<file path="src/include/single_shunt_pkg.sv">
// Constants and types shared by the single shunt current rebuild logic
package single_shunt_pkg;

  // Clock and PWM timing
  localparam int CLK_MHZ        = 100;
  localparam int PWM_PERIOD_NS  = 80000;
  localparam int HALF_CYCLES    = PWM_PERIOD_NS * CLK_MHZ / 2000;

  // Least time a gap state must last for a valid link sample
  localparam int MIN_GAP_NS     = 4000;
  localparam int MIN_GAP_CYCLES = (MIN_GAP_NS * CLK_MHZ + 999) / 1000;

  // Dead-band between upper and lower commutation of one leg
  localparam int DEAD_NS        = 200;
  localparam int DEAD_CYCLES    = (DEAD_NS * CLK_MHZ + 999) / 1000;

  // Compensating periods per measuring period is two to this power
  localparam int COMP_SHIFT     = 2;

  // Widths of the carrier counter and of current samples
  localparam int CNT_W          = 12;
  localparam int CUR_W          = 12;

  // Phase codes of a sample tag
  localparam logic [1:0] PH_A   = 2'h0;
  localparam logic [1:0] PH_B   = 2'h1;
  localparam logic [1:0] PH_C   = 2'h2;

  // Pattern values with no link current
  localparam logic [2:0] PAT_ALL_OFF = 3'h0;
  localparam logic [2:0] PAT_ALL_ON  = 3'h7;

  // Half of the symmetric carrier
  typedef enum logic [1:0] {
    HALF_RISE = 2'b01,
    HALF_FALL = 2'b10
  } half_t;

endpackage

</file>
<file path="src/rtl/dead_band_leg.sv">
// One inverter leg driver with complementary outputs and dead-band
`timescale 1ns/1ps
module dead_band_leg #(
  parameter int DEAD_CYC = single_shunt_pkg::DEAD_CYCLES
) (
  input  wire logic mclk,
  input  wire logic rst,
  input  wire logic upperCmd,
  output logic      gateUpper,
  output logic      gateLower
);

  localparam logic [7:0] DEAD_LAST = 8'(DEAD_CYC - 1);

  logic       applied_q;   // Side currently allowed to conduct
  logic       applied_d;
  logic [7:0] dead_q;      // Cycles spent with both sides off
  logic [7:0] dead_d;
  logic       upper_d;
  logic       lower_d;

  // Next drive: both off while the command differs from the side in use
  always_comb begin
    applied_d = applied_q;
    dead_d    = '0;
    if (upperCmd != applied_q) begin
      upper_d = 1'b0;
      lower_d = 1'b0;
      if (dead_q >= DEAD_LAST) begin
        applied_d = upperCmd;
      end else begin
        dead_d = dead_q + 8'h01;
      end
    end else begin
      upper_d = applied_q;
      lower_d = ~applied_q;
    end
  end

  // Register drive state; reset leaves both transistors off
  always_ff @(posedge mclk) begin
    if (rst) begin
      applied_q <= 1'b0;
      dead_q    <= '0;
      gateUpper <= 1'b0;
      gateLower <= 1'b0;
    end else begin
      applied_q <= applied_d;
      dead_q    <= dead_d;
      gateUpper <= upper_d;
      gateLower <= lower_d;
    end
  end

endmodule

</file>
<file path="src/rtl/single_shunt_phase_current_rebuild.sv">
// Symmetric PWM, single shunt sampling and three phase current rebuild
`timescale 1ns/1ps
module single_shunt_phase_current_rebuild #(
  parameter int CNT_W      = single_shunt_pkg::CNT_W,
  parameter int CUR_W      = single_shunt_pkg::CUR_W,
  parameter int HALF_CYC   = single_shunt_pkg::HALF_CYCLES,
  parameter int MIN_CYC    = single_shunt_pkg::MIN_GAP_CYCLES,
  parameter int DEAD_CYC   = single_shunt_pkg::DEAD_CYCLES,
  parameter int COMP_SHIFT = single_shunt_pkg::COMP_SHIFT
) (
  input  wire logic                    mclk,
  input  wire logic                    rst,
  input  wire logic [CNT_W-1:0]        onOffsetA,
  input  wire logic [CNT_W-1:0]        onOffsetB,
  input  wire logic [CNT_W-1:0]        onOffsetC,
  input  wire logic signed [CUR_W-1:0] adcData,
  input  wire logic                    adcDone,
  output logic                         phaseAUpperState,
  output logic                         phaseBUpperState,
  output logic                         phaseCUpperState,
  output logic [2:0]                   gateUpper,
  output logic [2:0]                   gateLower,
  output logic [2:0]                   patternValue,
  output logic                         measurePeriod,
  output logic                         gapStretched,
  output logic [CNT_W-1:0]             firstCommutationGap,
  output logic [CNT_W-1:0]             secondCommutationGap,
  output logic                         adcTrigger,
  output logic [1:0]                   sampleTag,
  output logic                         sampleNeg,
  output logic signed [CUR_W-1:0]      currentA,
  output logic signed [CUR_W-1:0]      currentB,
  output logic signed [CUR_W-1:0]      currentC,
  output logic                         currentsValid
);

  localparam int            PERIODS  = (1 << COMP_SHIFT) + 1;
  localparam logic [CNT_W-1:0] CNT_TOP = CNT_W'(HALF_CYC - 1);
  localparam logic [CNT_W:0]   MIN_W   = (CNT_W + 1)'(MIN_CYC);
  localparam logic [CNT_W:0]   HALF_W  = (CNT_W + 1)'(HALF_CYC);
  localparam logic [CNT_W-1:0] AGE_HIT = CNT_W'(MIN_CYC - 1);
  localparam logic [7:0]       IDX_END = 8'(PERIODS - 1);

  // Link current meaning of a pattern: {valid, negative, phase}
  function automatic logic [3:0] decodeLink(input logic [2:0] pat);
    logic [3:0] res;
    res = 4'h0;
    unique case (pat)
      3'h1: res = {2'b10, single_shunt_pkg::PH_A};
      3'h6: res = {2'b11, single_shunt_pkg::PH_A};
      3'h2: res = {2'b10, single_shunt_pkg::PH_B};
      3'h5: res = {2'b11, single_shunt_pkg::PH_B};
      3'h4: res = {2'b10, single_shunt_pkg::PH_C};
      3'h3: res = {2'b11, single_shunt_pkg::PH_C};
      single_shunt_pkg::PAT_ALL_OFF: res = 4'h0;
      single_shunt_pkg::PAT_ALL_ON:  res = 4'h0;
    endcase
    return res;
  endfunction

  // Carrier state
  single_shunt_pkg::half_t half_q;        // Rising or falling half
  single_shunt_pkg::half_t half_d;
  logic [CNT_W-1:0]        cnt_q;         // Carrier count
  logic [CNT_W-1:0]        cnt_d;
  logic                    periodStart;   // Last cycle of a period

  // Next carrier value: up to the top, then down to zero
  always_comb begin
    half_d      = half_q;
    cnt_d       = cnt_q;
    periodStart = 1'b0;
    unique case (half_q)
      single_shunt_pkg::HALF_RISE: begin
        if (cnt_q == CNT_TOP) begin
          half_d = single_shunt_pkg::HALF_FALL;
        end else begin
          cnt_d = cnt_q + 1'b1;
        end
      end
      single_shunt_pkg::HALF_FALL: begin
        if (cnt_q == '0) begin
          half_d      = single_shunt_pkg::HALF_RISE;
          periodStart = 1'b1;
        end else begin
          cnt_d = cnt_q - 1'b1;
        end
      end
      default: begin
        half_d = single_shunt_pkg::HALF_RISE;
        cnt_d  = '0;
      end
    endcase
  end

  // Register the carrier
  always_ff @(posedge mclk) begin
    if (rst) begin
      half_q <= single_shunt_pkg::HALF_RISE;
      cnt_q  <= '0;
    end else begin
      half_q <= half_d;
      cnt_q  <= cnt_d;
    end
  end

  // Offset shaping state
  logic [CNT_W-1:0] offIn [3];       // Requested switch-on counts
  logic [CNT_W-1:0] off_q [3];       // Counts used this period
  logic [CNT_W-1:0] offNext [3];
  logic [1:0]       minI;            // Phase that switches first
  logic [1:0]       maxI;            // Phase that switches last
  logic [1:0]       midI;
  logic [CNT_W:0]   vMin;
  logic [CNT_W:0]   vMid;
  logic [CNT_W:0]   vMax;
  logic [CNT_W:0]   gap1;            // Raw first gap
  logic [CNT_W:0]   gap2;            // Raw second gap
  logic [CNT_W:0]   newMid;
  logic [CNT_W:0]   newMax;
  logic [CNT_W:0]   cut1;            // Shortening of a compensating gap
  logic [CNT_W:0]   cut2;
  logic             stretch;
  logic             measureNext;     // Next period takes samples
  logic [7:0]       idx_q;           // Period index in control cycle
  logic [7:0]       idx_d;

  assign offIn[0] = onOffsetA;
  assign offIn[1] = onOffsetB;
  assign offIn[2] = onOffsetC;

  // Order the phases, then stretch or shorten the short gaps
  always_comb begin
    offNext = offIn;
    minI    = 2'd0;
    for (int j = 1; j < 3; j++) begin
      if (offIn[j] < offIn[minI]) begin
        minI = 2'(j);
      end
    end
    maxI = (minI == 2'd0) ? 2'd1 : 2'd0;
    for (int j = 0; j < 3; j++) begin
      if (2'(j) != minI && offIn[j] >= offIn[maxI]) begin
        maxI = 2'(j);
      end
    end
    midI = 2'd3 - minI - maxI;
    vMin = {1'b0, offIn[minI]};
    vMid = {1'b0, offIn[midI]};
    vMax = {1'b0, offIn[maxI]};
    gap1 = vMid - vMin;
    gap2 = vMax - vMid;
    idx_d = (idx_q >= IDX_END) ? 8'h00 : idx_q + 8'h01;
    measureNext = (idx_d == 8'h00);
    newMid  = vMid;
    newMax  = vMax;
    cut1    = '0;
    cut2    = '0;
    stretch = 1'b0;
    if (measureNext) begin
      if (gap1 < MIN_W) begin
        newMid  = vMin + MIN_W;
        stretch = 1'b1;
      end
      if (newMax < newMid + MIN_W) begin
        newMax  = newMid + MIN_W;
        stretch = 1'b1;
      end
    end else begin
      if (gap1 < MIN_W) begin
        cut1   = (MIN_W - gap1) >> COMP_SHIFT;
        cut1   = (cut1 > gap1) ? gap1 : cut1;
        newMid = vMid - cut1;
      end
      if (gap2 < MIN_W) begin
        cut2   = (MIN_W - gap2) >> COMP_SHIFT;
        cut2   = (cut2 > gap2) ? gap2 : cut2;
        newMax = vMax - cut2;
      end
    end
    // Beyond the half period a leg simply stays off
    newMid = (newMid > HALF_W) ? HALF_W : newMid;
    newMax = (newMax > HALF_W) ? HALF_W : newMax;
    offNext[minI] = vMin[CNT_W-1:0];
    offNext[midI] = newMid[CNT_W-1:0];
    offNext[maxI] = newMax[CNT_W-1:0];
  end

  // Take new offsets only at the period boundary
  always_ff @(posedge mclk) begin
    if (rst) begin
      for (int k = 0; k < 3; k++) begin
        off_q[k] <= CNT_W'(HALF_CYC);
      end
      idx_q                <= IDX_END;
      measurePeriod        <= 1'b0;
      gapStretched         <= 1'b0;
      firstCommutationGap  <= '0;
      secondCommutationGap <= '0;
    end else if (periodStart) begin
      off_q                <= offNext;
      idx_q                <= idx_d;
      measurePeriod        <= measureNext;
      gapStretched         <= stretch;
      firstCommutationGap  <= CNT_W'(newMid - vMin);
      secondCommutationGap <= CNT_W'(newMax - newMid);
    end
  end

  // Switch state and sampling state
  logic [2:0]       sw_q;            // Upper switch states, bit 0 is A
  logic [2:0]       sw_d;
  logic [CNT_W-1:0] age_q;           // Cycles since the pattern changed
  logic [CNT_W-1:0] age_d;
  logic [1:0]       taken_q;         // Samples triggered this period
  logic [1:0]       taken_d;
  logic [3:0]       dec;
  logic             trig_d;

  // Upper switch on while the carrier is at or above its offset, in both halves
  always_comb begin
    for (int k = 0; k < 3; k++) begin
      sw_d[k] = (cnt_q >= off_q[k]);
    end
    age_d = (sw_d != sw_q) ? '0
          : (age_q == '1) ? age_q : age_q + 1'b1;
    dec     = decodeLink(sw_q);
    taken_d = periodStart ? 2'd0 : taken_q;
    trig_d  = measurePeriod && dec[3] && age_q == AGE_HIT &&
              half_q == single_shunt_pkg::HALF_RISE;
    trig_d  = trig_d && (taken_q < 2'd2) && !periodStart;
    if (trig_d) begin
      taken_d = taken_q + 2'd1;
    end
  end

  // Register switch state, pattern and trigger with its tag
  always_ff @(posedge mclk) begin
    if (rst) begin
      sw_q         <= '0;
      age_q        <= '0;
      taken_q      <= '0;
      patternValue <= '0;
      adcTrigger   <= 1'b0;
      sampleTag    <= '0;
      sampleNeg    <= 1'b0;
    end else begin
      sw_q         <= sw_d;
      age_q        <= age_d;
      taken_q      <= taken_d;
      patternValue <= sw_d;
      adcTrigger   <= trig_d;
      if (trig_d) begin
        sampleTag <= dec[1:0];
        sampleNeg <= dec[2];
      end
    end
  end

  assign phaseAUpperState = sw_q[0];
  assign phaseBUpperState = sw_q[1];
  assign phaseCUpperState = sw_q[2];

  // One driver per leg with complementary drive and dead-band
  for (genvar g = 0; g < 3; g++) begin : gLeg
    dead_band_leg #(
      .DEAD_CYC (DEAD_CYC)
    ) uLeg (
      .mclk      (mclk),
      .rst       (rst),
      .upperCmd  (sw_q[g]),
      .gateUpper (gateUpper[g]),
      .gateLower (gateLower[g])
    );
  end

  // Rebuild state
  logic signed [CUR_W-1:0] store_q [3];   // Signed phase samples
  logic signed [CUR_W-1:0] store_d [3];
  logic [2:0]              mask_q;        // Phases measured so far
  logic [2:0]              mask_d;
  logic signed [CUR_W:0]   sum;           // Sum of the two measured
  logic signed [CUR_W-1:0] cur_d [3];
  logic                    full;

  // Store each result with its sign; rebuild once two are held
  always_comb begin
    store_d = store_q;
    mask_d  = periodStart ? 3'b000 : mask_q;
    sum     = '0;
    full    = (mask_q == 3'b011) || (mask_q == 3'b101) ||
              (mask_q == 3'b110);
    for (int k = 0; k < 3; k++) begin
      if (mask_q[k]) begin
        sum = sum + (CUR_W + 1)'(store_q[k]);
      end
    end
    for (int k = 0; k < 3; k++) begin
      cur_d[k] = mask_q[k] ? store_q[k] : CUR_W'(-sum);
    end
    if (full) begin
      mask_d = 3'b000;
    end
    // A result arriving with a clear still counts
    if (adcDone) begin
      store_d[sampleTag] = sampleNeg ? CUR_W'(-adcData) : adcData;
      mask_d[sampleTag]  = 1'b1;
    end
  end

  // Register samples and rebuilt currents
  always_ff @(posedge mclk) begin
    if (rst) begin
      for (int k = 0; k < 3; k++) begin
        store_q[k] <= '0;
      end
      mask_q        <= '0;
      currentA      <= '0;
      currentB      <= '0;
      currentC      <= '0;
      currentsValid <= 1'b0;
    end else begin
      store_q       <= store_d;
      mask_q        <= mask_d;
      currentsValid <= full;
      if (full) begin
        currentA <= cur_d[0];
        currentB <= cur_d[1];
        currentC <= cur_d[2];
      end
    end
  end

endmodule

</file>
<file path="config.mk">
export PLATFORM = sky130hd
export DESIGN_NAME = single_shunt_phase_current_rebuild
export DESIGN_NICKNAME = d
export VERILOG_FILES = /design/src/include/single_shunt_pkg.sv /design/src/rtl/dead_band_leg.sv /design/src/rtl/single_shunt_phase_current_rebuild.sv
export SDC_FILE = /design/constraint.sdc
export NUM_CORES = 1
export LEC_CHECK = 0
export BUFFER_PORTS_ARGS = -buffer_cell sky130_fd_sc_hd__buf_2
export CAP_MARGIN = 10
export CELL_PAD_IN_SITES_DETAIL_PLACEMENT = 1
export CELL_PAD_IN_SITES_GLOBAL_PLACEMENT = 1
export CORE_UTILIZATION = 47
export CTS_CLUSTER_DIAMETER = 80
export DETAILED_ROUTE_END_ITERATION = 8
export PLACE_DENSITY = 0.89
export SLEW_MARGIN = 20
export SYNTH_ARGS = -nofsm -noshare
export SYNTH_HDL_FRONTEND = slang
export SYNTH_SLANG_ARGS = --single-unit
</file>
<file path="constraint.sdc">
create_clock -name mclk -period 25.5 [get_ports mclk]
set_input_delay 5.1 -clock mclk [delete_from_list [all_inputs] [get_ports mclk]]
set_output_delay 5.1 -clock mclk [all_outputs]
set_load 0.005 [all_outputs]
</file>
==> flow_summary.yaml, run 1 <==
status:
  run_status: "completed"
yosys:
  synthCells: 2681
  synth-main-ff-cell: "dfxtp_1"
  synth.ff_latch_count: 218
  synthDominantCellAreaShare: 0.215
  synth_area_leader_cell: "dfxtp_1"
  synth_edf_count: 0
  postSynthAreaPerCell_um2: 7.56
  yosysWarnings: 0
  synth_cell_types: 110
  yosysSeqAreaShare: 0.215
  post-synth-top-count-cell: "nor2_1"
  synth_commonest_cells: "334 x nor2_1, 234 x ha_1, 233 x a21oi_1"
  netlist_area_mm2: 0.0203
  synthArstFlopShare: 0
  ys_top_cells_by_area: "dfxtp_1 22%, ha_1 14%, nor2_1 6.2%, a21oi_1 5.8%, nand2_1 4.3%"
clocking:
  ctsHtreeMaxLevel: 1
  numCtsBuffers: 23
  clk_pin_slew_ns: 0.06
  clock_latency_ns: 0.54
  clk_root_buffer_cell: "clkbuf_16"
  clockBufferDepth: 3
  cts_tree: "built"
  hold_buffers: 0
  clock_sinks: 218
routing:
  ant_nets: 0
  first_pass_iters: 5
  drtIter0Drc: 1710
  drc: 0
  wl_per_cell_um: 24.4
  routed_wl_um: 81000
  vias_per_cell: 6.35
  vias: 21100
sta:
  worstMarginPinSlew_ns: 1.15
  slew_headroom: 0.236
  fin_crit_ns: 24.10
  fin_setup_tns_ns: 0
  max_freq_mhz: 41.5
  setup_violations: 0
  finClkSkew_ns: 0.0294
  slew_violations: 0
  finalCritPeriodShare: 0.945
  worst_slack_ns: 1.40
  hold_viol: 0
setup_path:
  critPathTopFamily: "compound AO/OA/AOI/OAI gates"
  crit_start: "onOffsetA[10]"
  cp-start-kind: "input pin"
  timing_worst_setup_path_type: "input pin to flop"
  cp.buffers_inverters: 9
  r2r-end: "firstCommutationGap[11]"
  cp.depth: 94
  worstReg2RegStart: "idx_q[0]"
  cpMostUsedCell: "a21oi_1"
  reg2reg_depth: 30
  slowest_stage: "or4_1"
  worstSetupEndpointType: "flop"
  critPathMaxFanout: 17
  crit_arrival_ns: 24.55
  ff2ff_setup_slack_ns: 18.84
  required_ns: 25.95
  crit_end: "secondCommutationGap[11]"
  slowest_delay_ns: 0.49
finish:
  final_area_mm2: 0.0223
  drive_above_1_share: 0.110
  area_growth_syn_to_layout_pct: 9.85
  nFillCells: 5304
  nets: 3052
grt:
  antenna_found_initial: 1
  gr-usage-all-layers: 0.363
  grt_pass1_wl_um: 125000
  grt_pass1_vias: 22000
  grt_max_degree: 103
  overflow: 0
floorplanning:
  io_pins: 130
  start_util: 0.480
  design.core.area_mm2: 0.0422
  die_x_um: 210
  die_h_um: 210
  placementRows: 75
  die_area_mm2: 0.0439
place:
  gp_congestion: 1.03
  portBuffers: 129
  place_worst_setup_slack_ns: 0.330
  place_area_mm2: 0.0214
  dp_hpwl_um: 62300
hold_path:
  hold_path_class: "flop to flop"
  whs_path_depth: 2
flow_run:
  maxCapViolations: 0
## routing by layer
layer,global-route usage,part of all wire
met1,0.437,0.41
met2,0.629,0.48
met3,0.0414,0.057
met4,0.202,0.057
met5,0,0.00012
## stage by stage
stage               utilization  hold slack (ns)  std cells
floorplan                     -            0.418       2690
global placement          0.506            0.430       3269
detailed placement        0.506            0.444       3269
CTS                       0.525            0.451       3310
global route              0.527            0.461       3314
finish                    0.527            0.451       3315
## how the worst min path moves through the flow
stage	to	slack, ns	start
3_5_place_dp	gLeg[1].uLeg.dead_q[0]	0.44	gLeg[1].uLeg.dead_q[0]
6_report	currentC[2]	0.45	currentC[2]
2_1_floorplan	gLeg[0].uLeg.dead_q[0]	0.42	gLeg[0].uLeg.dead_q[0]
4_1_cts	secondCommutationGap[6]	0.45	secondCommutationGap[6]
3_3_place_gp	gLeg[1].uLeg.dead_q[0]	0.43	gLeg[1].uLeg.dead_q[0]
5_1_grt	secondCommutationGap[6]	0.46	secondCommutationGap[6]
## registers in the layout, indices dropped and copies added (netlist names), 4 cells and up
| name | count |
|---|---|
| secondCommutationGap | 12 |
| store_q | 36 |
| off_q | 36 |
| firstCommutationGap | 12 |
| idx_q | 8 |
| currentA | 12 |
| age_q | 12 |
| dec | 4 |
| currentB | 12 |
| currentC | 12 |
| cnt_q | 12 |
| gLeg.uLeg.dead_q | 24 |
## cell type report
type	count	area, µm²	area share
inverter	171	642	0.0288
clock buffer	29	638	0.0287
sequential	218	4360	0.196
clock inverter	12	148	0.00663
antenna	1	2.50	0.000112
tap	539	674	0.0303
timing repair buffer	175	993	0.0446
multi-input combinational	2170	14800	0.665
## cells by family (layout without fill, tap and decap cells)
kind of cell,count (synthesis),in the layout,synth area share
buf+inv,302,387,0.0598
fa+ha+maj,242,242,0.152
other cells,2,12,0.000371
compound gates,776,776,0.255
flops,218,218,0.215
mux,83,83,0.0420
xor+xnor,140,140,0.0612
simple gates,918,918,0.214
## cell usage in the layout, fill, tap and decap left out, drive strengths merged, types with 9 or more instances in the layout
master,synthesis,final
nor3,62,62
o21ai,148,148
or3,12,12
a21boi,11,11
a21o,67,67
mux2i,70,70
nor2,340,340
nand4,44,44
o21a,26,26
nand2b,39,39
o31ai,13,13
a21oi,238,238
dfxtp,218,218
and2,18,18
nand2,234,234
buf,32,175
nand3,57,57
o22ai,9,9
and3,21,21
o21bai,21,21
conb,2,11
a311oi,9,9
a22oi,10,10
a31oi,30,30
xor2,63,63
clkbuf,99,29
xnor2,76,76
nor2b,36,36
ha,234,234
nor4,11,11
inv,169,170
o211ai,21,21
or2,12,12
mux2,13,13
a211oi,90,90
## worst reg2reg max path: cells and delay by family, from the launching register on
| family | cells | cell delay [ns] |
|---|---|---|
| buffers and inverters | 3 | 0.52 |
| xor gates and xnor gates | 2 | 0.29 |
| and+or+nand+nor | 9 | 2.29 |
| DFF | 1 | 0.44 |
| adders and majority gates | 2 | 0.55 |
| AOI/OAI and AO/OA | 14 | 2.48 |
## timing repair
item,4_1_cts,5_1_grt
gates resized for setup,0,8
endpoints found under the hold margin,0,0
endpoints found under the setup margin,0,10
setup buffers,0,4
Power of run 1 is left out: the tool's default activity adds up to more than one toggle a clock period on the data nets, which glitch-free logic cannot reach.
==> inputs of run 2 (changes only) <==
==> constraint.sdc (replaced) <==
create_clock -name mclk -period 25.5 [get_ports mclk]
set_input_delay 2.55 -clock mclk [delete_from_list [all_inputs] [get_ports mclk]]
set_output_delay 2.55 -clock mclk [all_outputs]
set_load 0.005 [all_outputs]
==> run 2 against run 1 <==
Final area shrank 0.73%. Sequential cell count is the same. Core utilization shrank 0.38 points. Wire length shrank 0.93%. Setup slack lost 0.0091 ns. Via count grew 0.56%. Cell count shrank 0.45%. Non-clock buffer count shrank 12. Largest cell class unchanged.
==> flow_summary.yaml, run 2 (synthesized netlist as in run 1, its figures left out) <==
clocking:
  clockBufferDepth: 3
  clk_root_buffer_cell: "clkbuf_16"
  cts_tree: "built"
  post_cts_buffers: 0
  numCtsBuffers: 22
  ctsHtreeMaxLevel: 1
  clk_pin_slew_ns: 0.07
  clock_latency_ns: 0.53
  clock_sinks: 218
routing:
  wl_per_cell_um: 24.3
  ant_nets: 0
  vias_per_cell: 6.42
  vias: 21200
  first_pass_iters: 5
  routed_wl_um: 80300
  drtIter0Drc: 1600
  drc: 0
setup_path:
  slowest_delay_ns: 0.76
  cpMostUsedCell: "nand2_1"
  slowest_stage: "o21ai_1"
  critPathMaxFanout: 28
  worstSetupEndpointType: "flop"
  crit_arrival_ns: 24.56
  cp-start-kind: "input pin"
  timing_worst_setup_path_type: "input pin to flop"
  required_ns: 25.96
floorplanning:
  die_area_mm2: 0.0439
  die_h_um: 210
  start_util: 0.480
  die_x_um: 210
  placementRows: 75
  io_pins: 130
  design.core.area_mm2: 0.0422
sta:
  rsz0062_at_grt: "false"
  finClkSkew_ns: 0.0142
  fin_crit_ns: 24.11
  setup_violations: 0
  fin_setup_tns_ns: 0
  slew_violations: 0
  slew_headroom: 0.239
  finalCritPeriodShare: 0.945
  worstMarginPinSlew_ns: 1.14
  max_freq_mhz: 41.5
  hold_viol: 0
grt:
  globalRouteMet2Util: 0.615
  gr-usage-all-layers: 0.357
  grt_pass1_wl_um: 125000
  grtUsageMet1: 0.435
  antenna_found_initial: 0
  grt_max_degree: 72
  gr-usage-met3: 0.0467
  grt_pass1_vias: 22000
  overflow: 0
  busiest_layer: "met2"
finish:
  n_antenna_cell: 0
  reg_top3: "off_q x36, store_q x36, gLeg.uLeg.dead_q x24"
  nets: 3039
  mostFrequentLayoutCell: "nor2_1"
  area_growth_syn_to_layout_pct: 9.05
  final_cell_mix: "332 x nor2_1, 234 x ha_1, 232 x a21oi_1"
  drive_above_1_share: 0.104
place:
  portBuffers: 129
  dp_hpwl_um: 61400
  gp_congestion: 1.02
status:
  run_status: "completed"
flow_run:
  maxCapViolations: 0
hold_path:
  hold_path_class: "flop to flop"
## run 2: cell count changes in the layout (fill, tap and decap cells not counted), moves of 2 or more
cell	delta
buf_4	-12
clkinv_2	-2
and3b_2	+2
o21ai_0	+2
nor2_1	+2
o21ai_4	-2
and3b_1	-2
## run 2: timing repair
item | 4_1_cts | 5_1_grt
endpoints found under the setup margin | 0 | 2
gates resized for setup | 0 | 1
hold buffers | 0 | 0
## run 2: metrics by stage
stage | hold WS, ns | instance area [µm²] | std cells | utilization | worst slack, ns
final | 0.452 | 22100 | 3300 | 0.523 | 1.39
after global routing | 0.484 | 22100 | 3300 | 0.523 | 0.0631
after CTS | 0.452 | 22100 | 3300 | 0.523 | 1.56
after detailed placement | 0.445 | 21300 | 3261 | 0.505 | 1.18
after global placement | 0.428 | 21300 | 3261 | 0.505 | 1.96
after floorplan | 0.418 | 20300 | 2690 | - | 4.68
## run 2: cell type report
class | instances | area (µm²)
multi-input cells | 2170 | 14800
clock buffers | 29 | 638
well taps | 539 | 674
inverters | 171 | 642
fillers | 5319 | 20100
repair buffers | 163 | 903
flip-flops and latches | 218 | 4360
clock inverters | 10 | 116
## run 2: critical path: cells and delay by family
family | cells | cell delay (ns)
multiplexers | 4 | 1.54
AND/OR/NAND/NOR | 31 | 5.27
AO/OA/AOI/OAI | 32 | 8.68
adder cells (fa/ha/maj) | 9 | 2.89
XOR/XNOR | 4 | 0.69
buffers and inverters | 11 | 2.86
## run 2: worst paths after layout
path         cells past startpoint                     from  slack (ns)                        to
min                              2  firstCommutationGap[10]        0.45   firstCommutationGap[10]
min reg2reg                      2  firstCommutationGap[10]        0.45   firstCommutationGap[10]
max reg2reg                     31                 idx_q[0]       18.57  secondCommutationGap[11]
max                             91            onOffsetA[10]        1.39  secondCommutationGap[11]
## run 2: layer usage
layer,part of all wire,vias up,routed length [µm]
li1,-,9675,-
met1,0.41,10400,32800
met2,0.47,827,37600
met3,0.066,247,5320
met4,0.057,0,4540
met5,0,-,0
Power of run 2 is left out for the same reason.
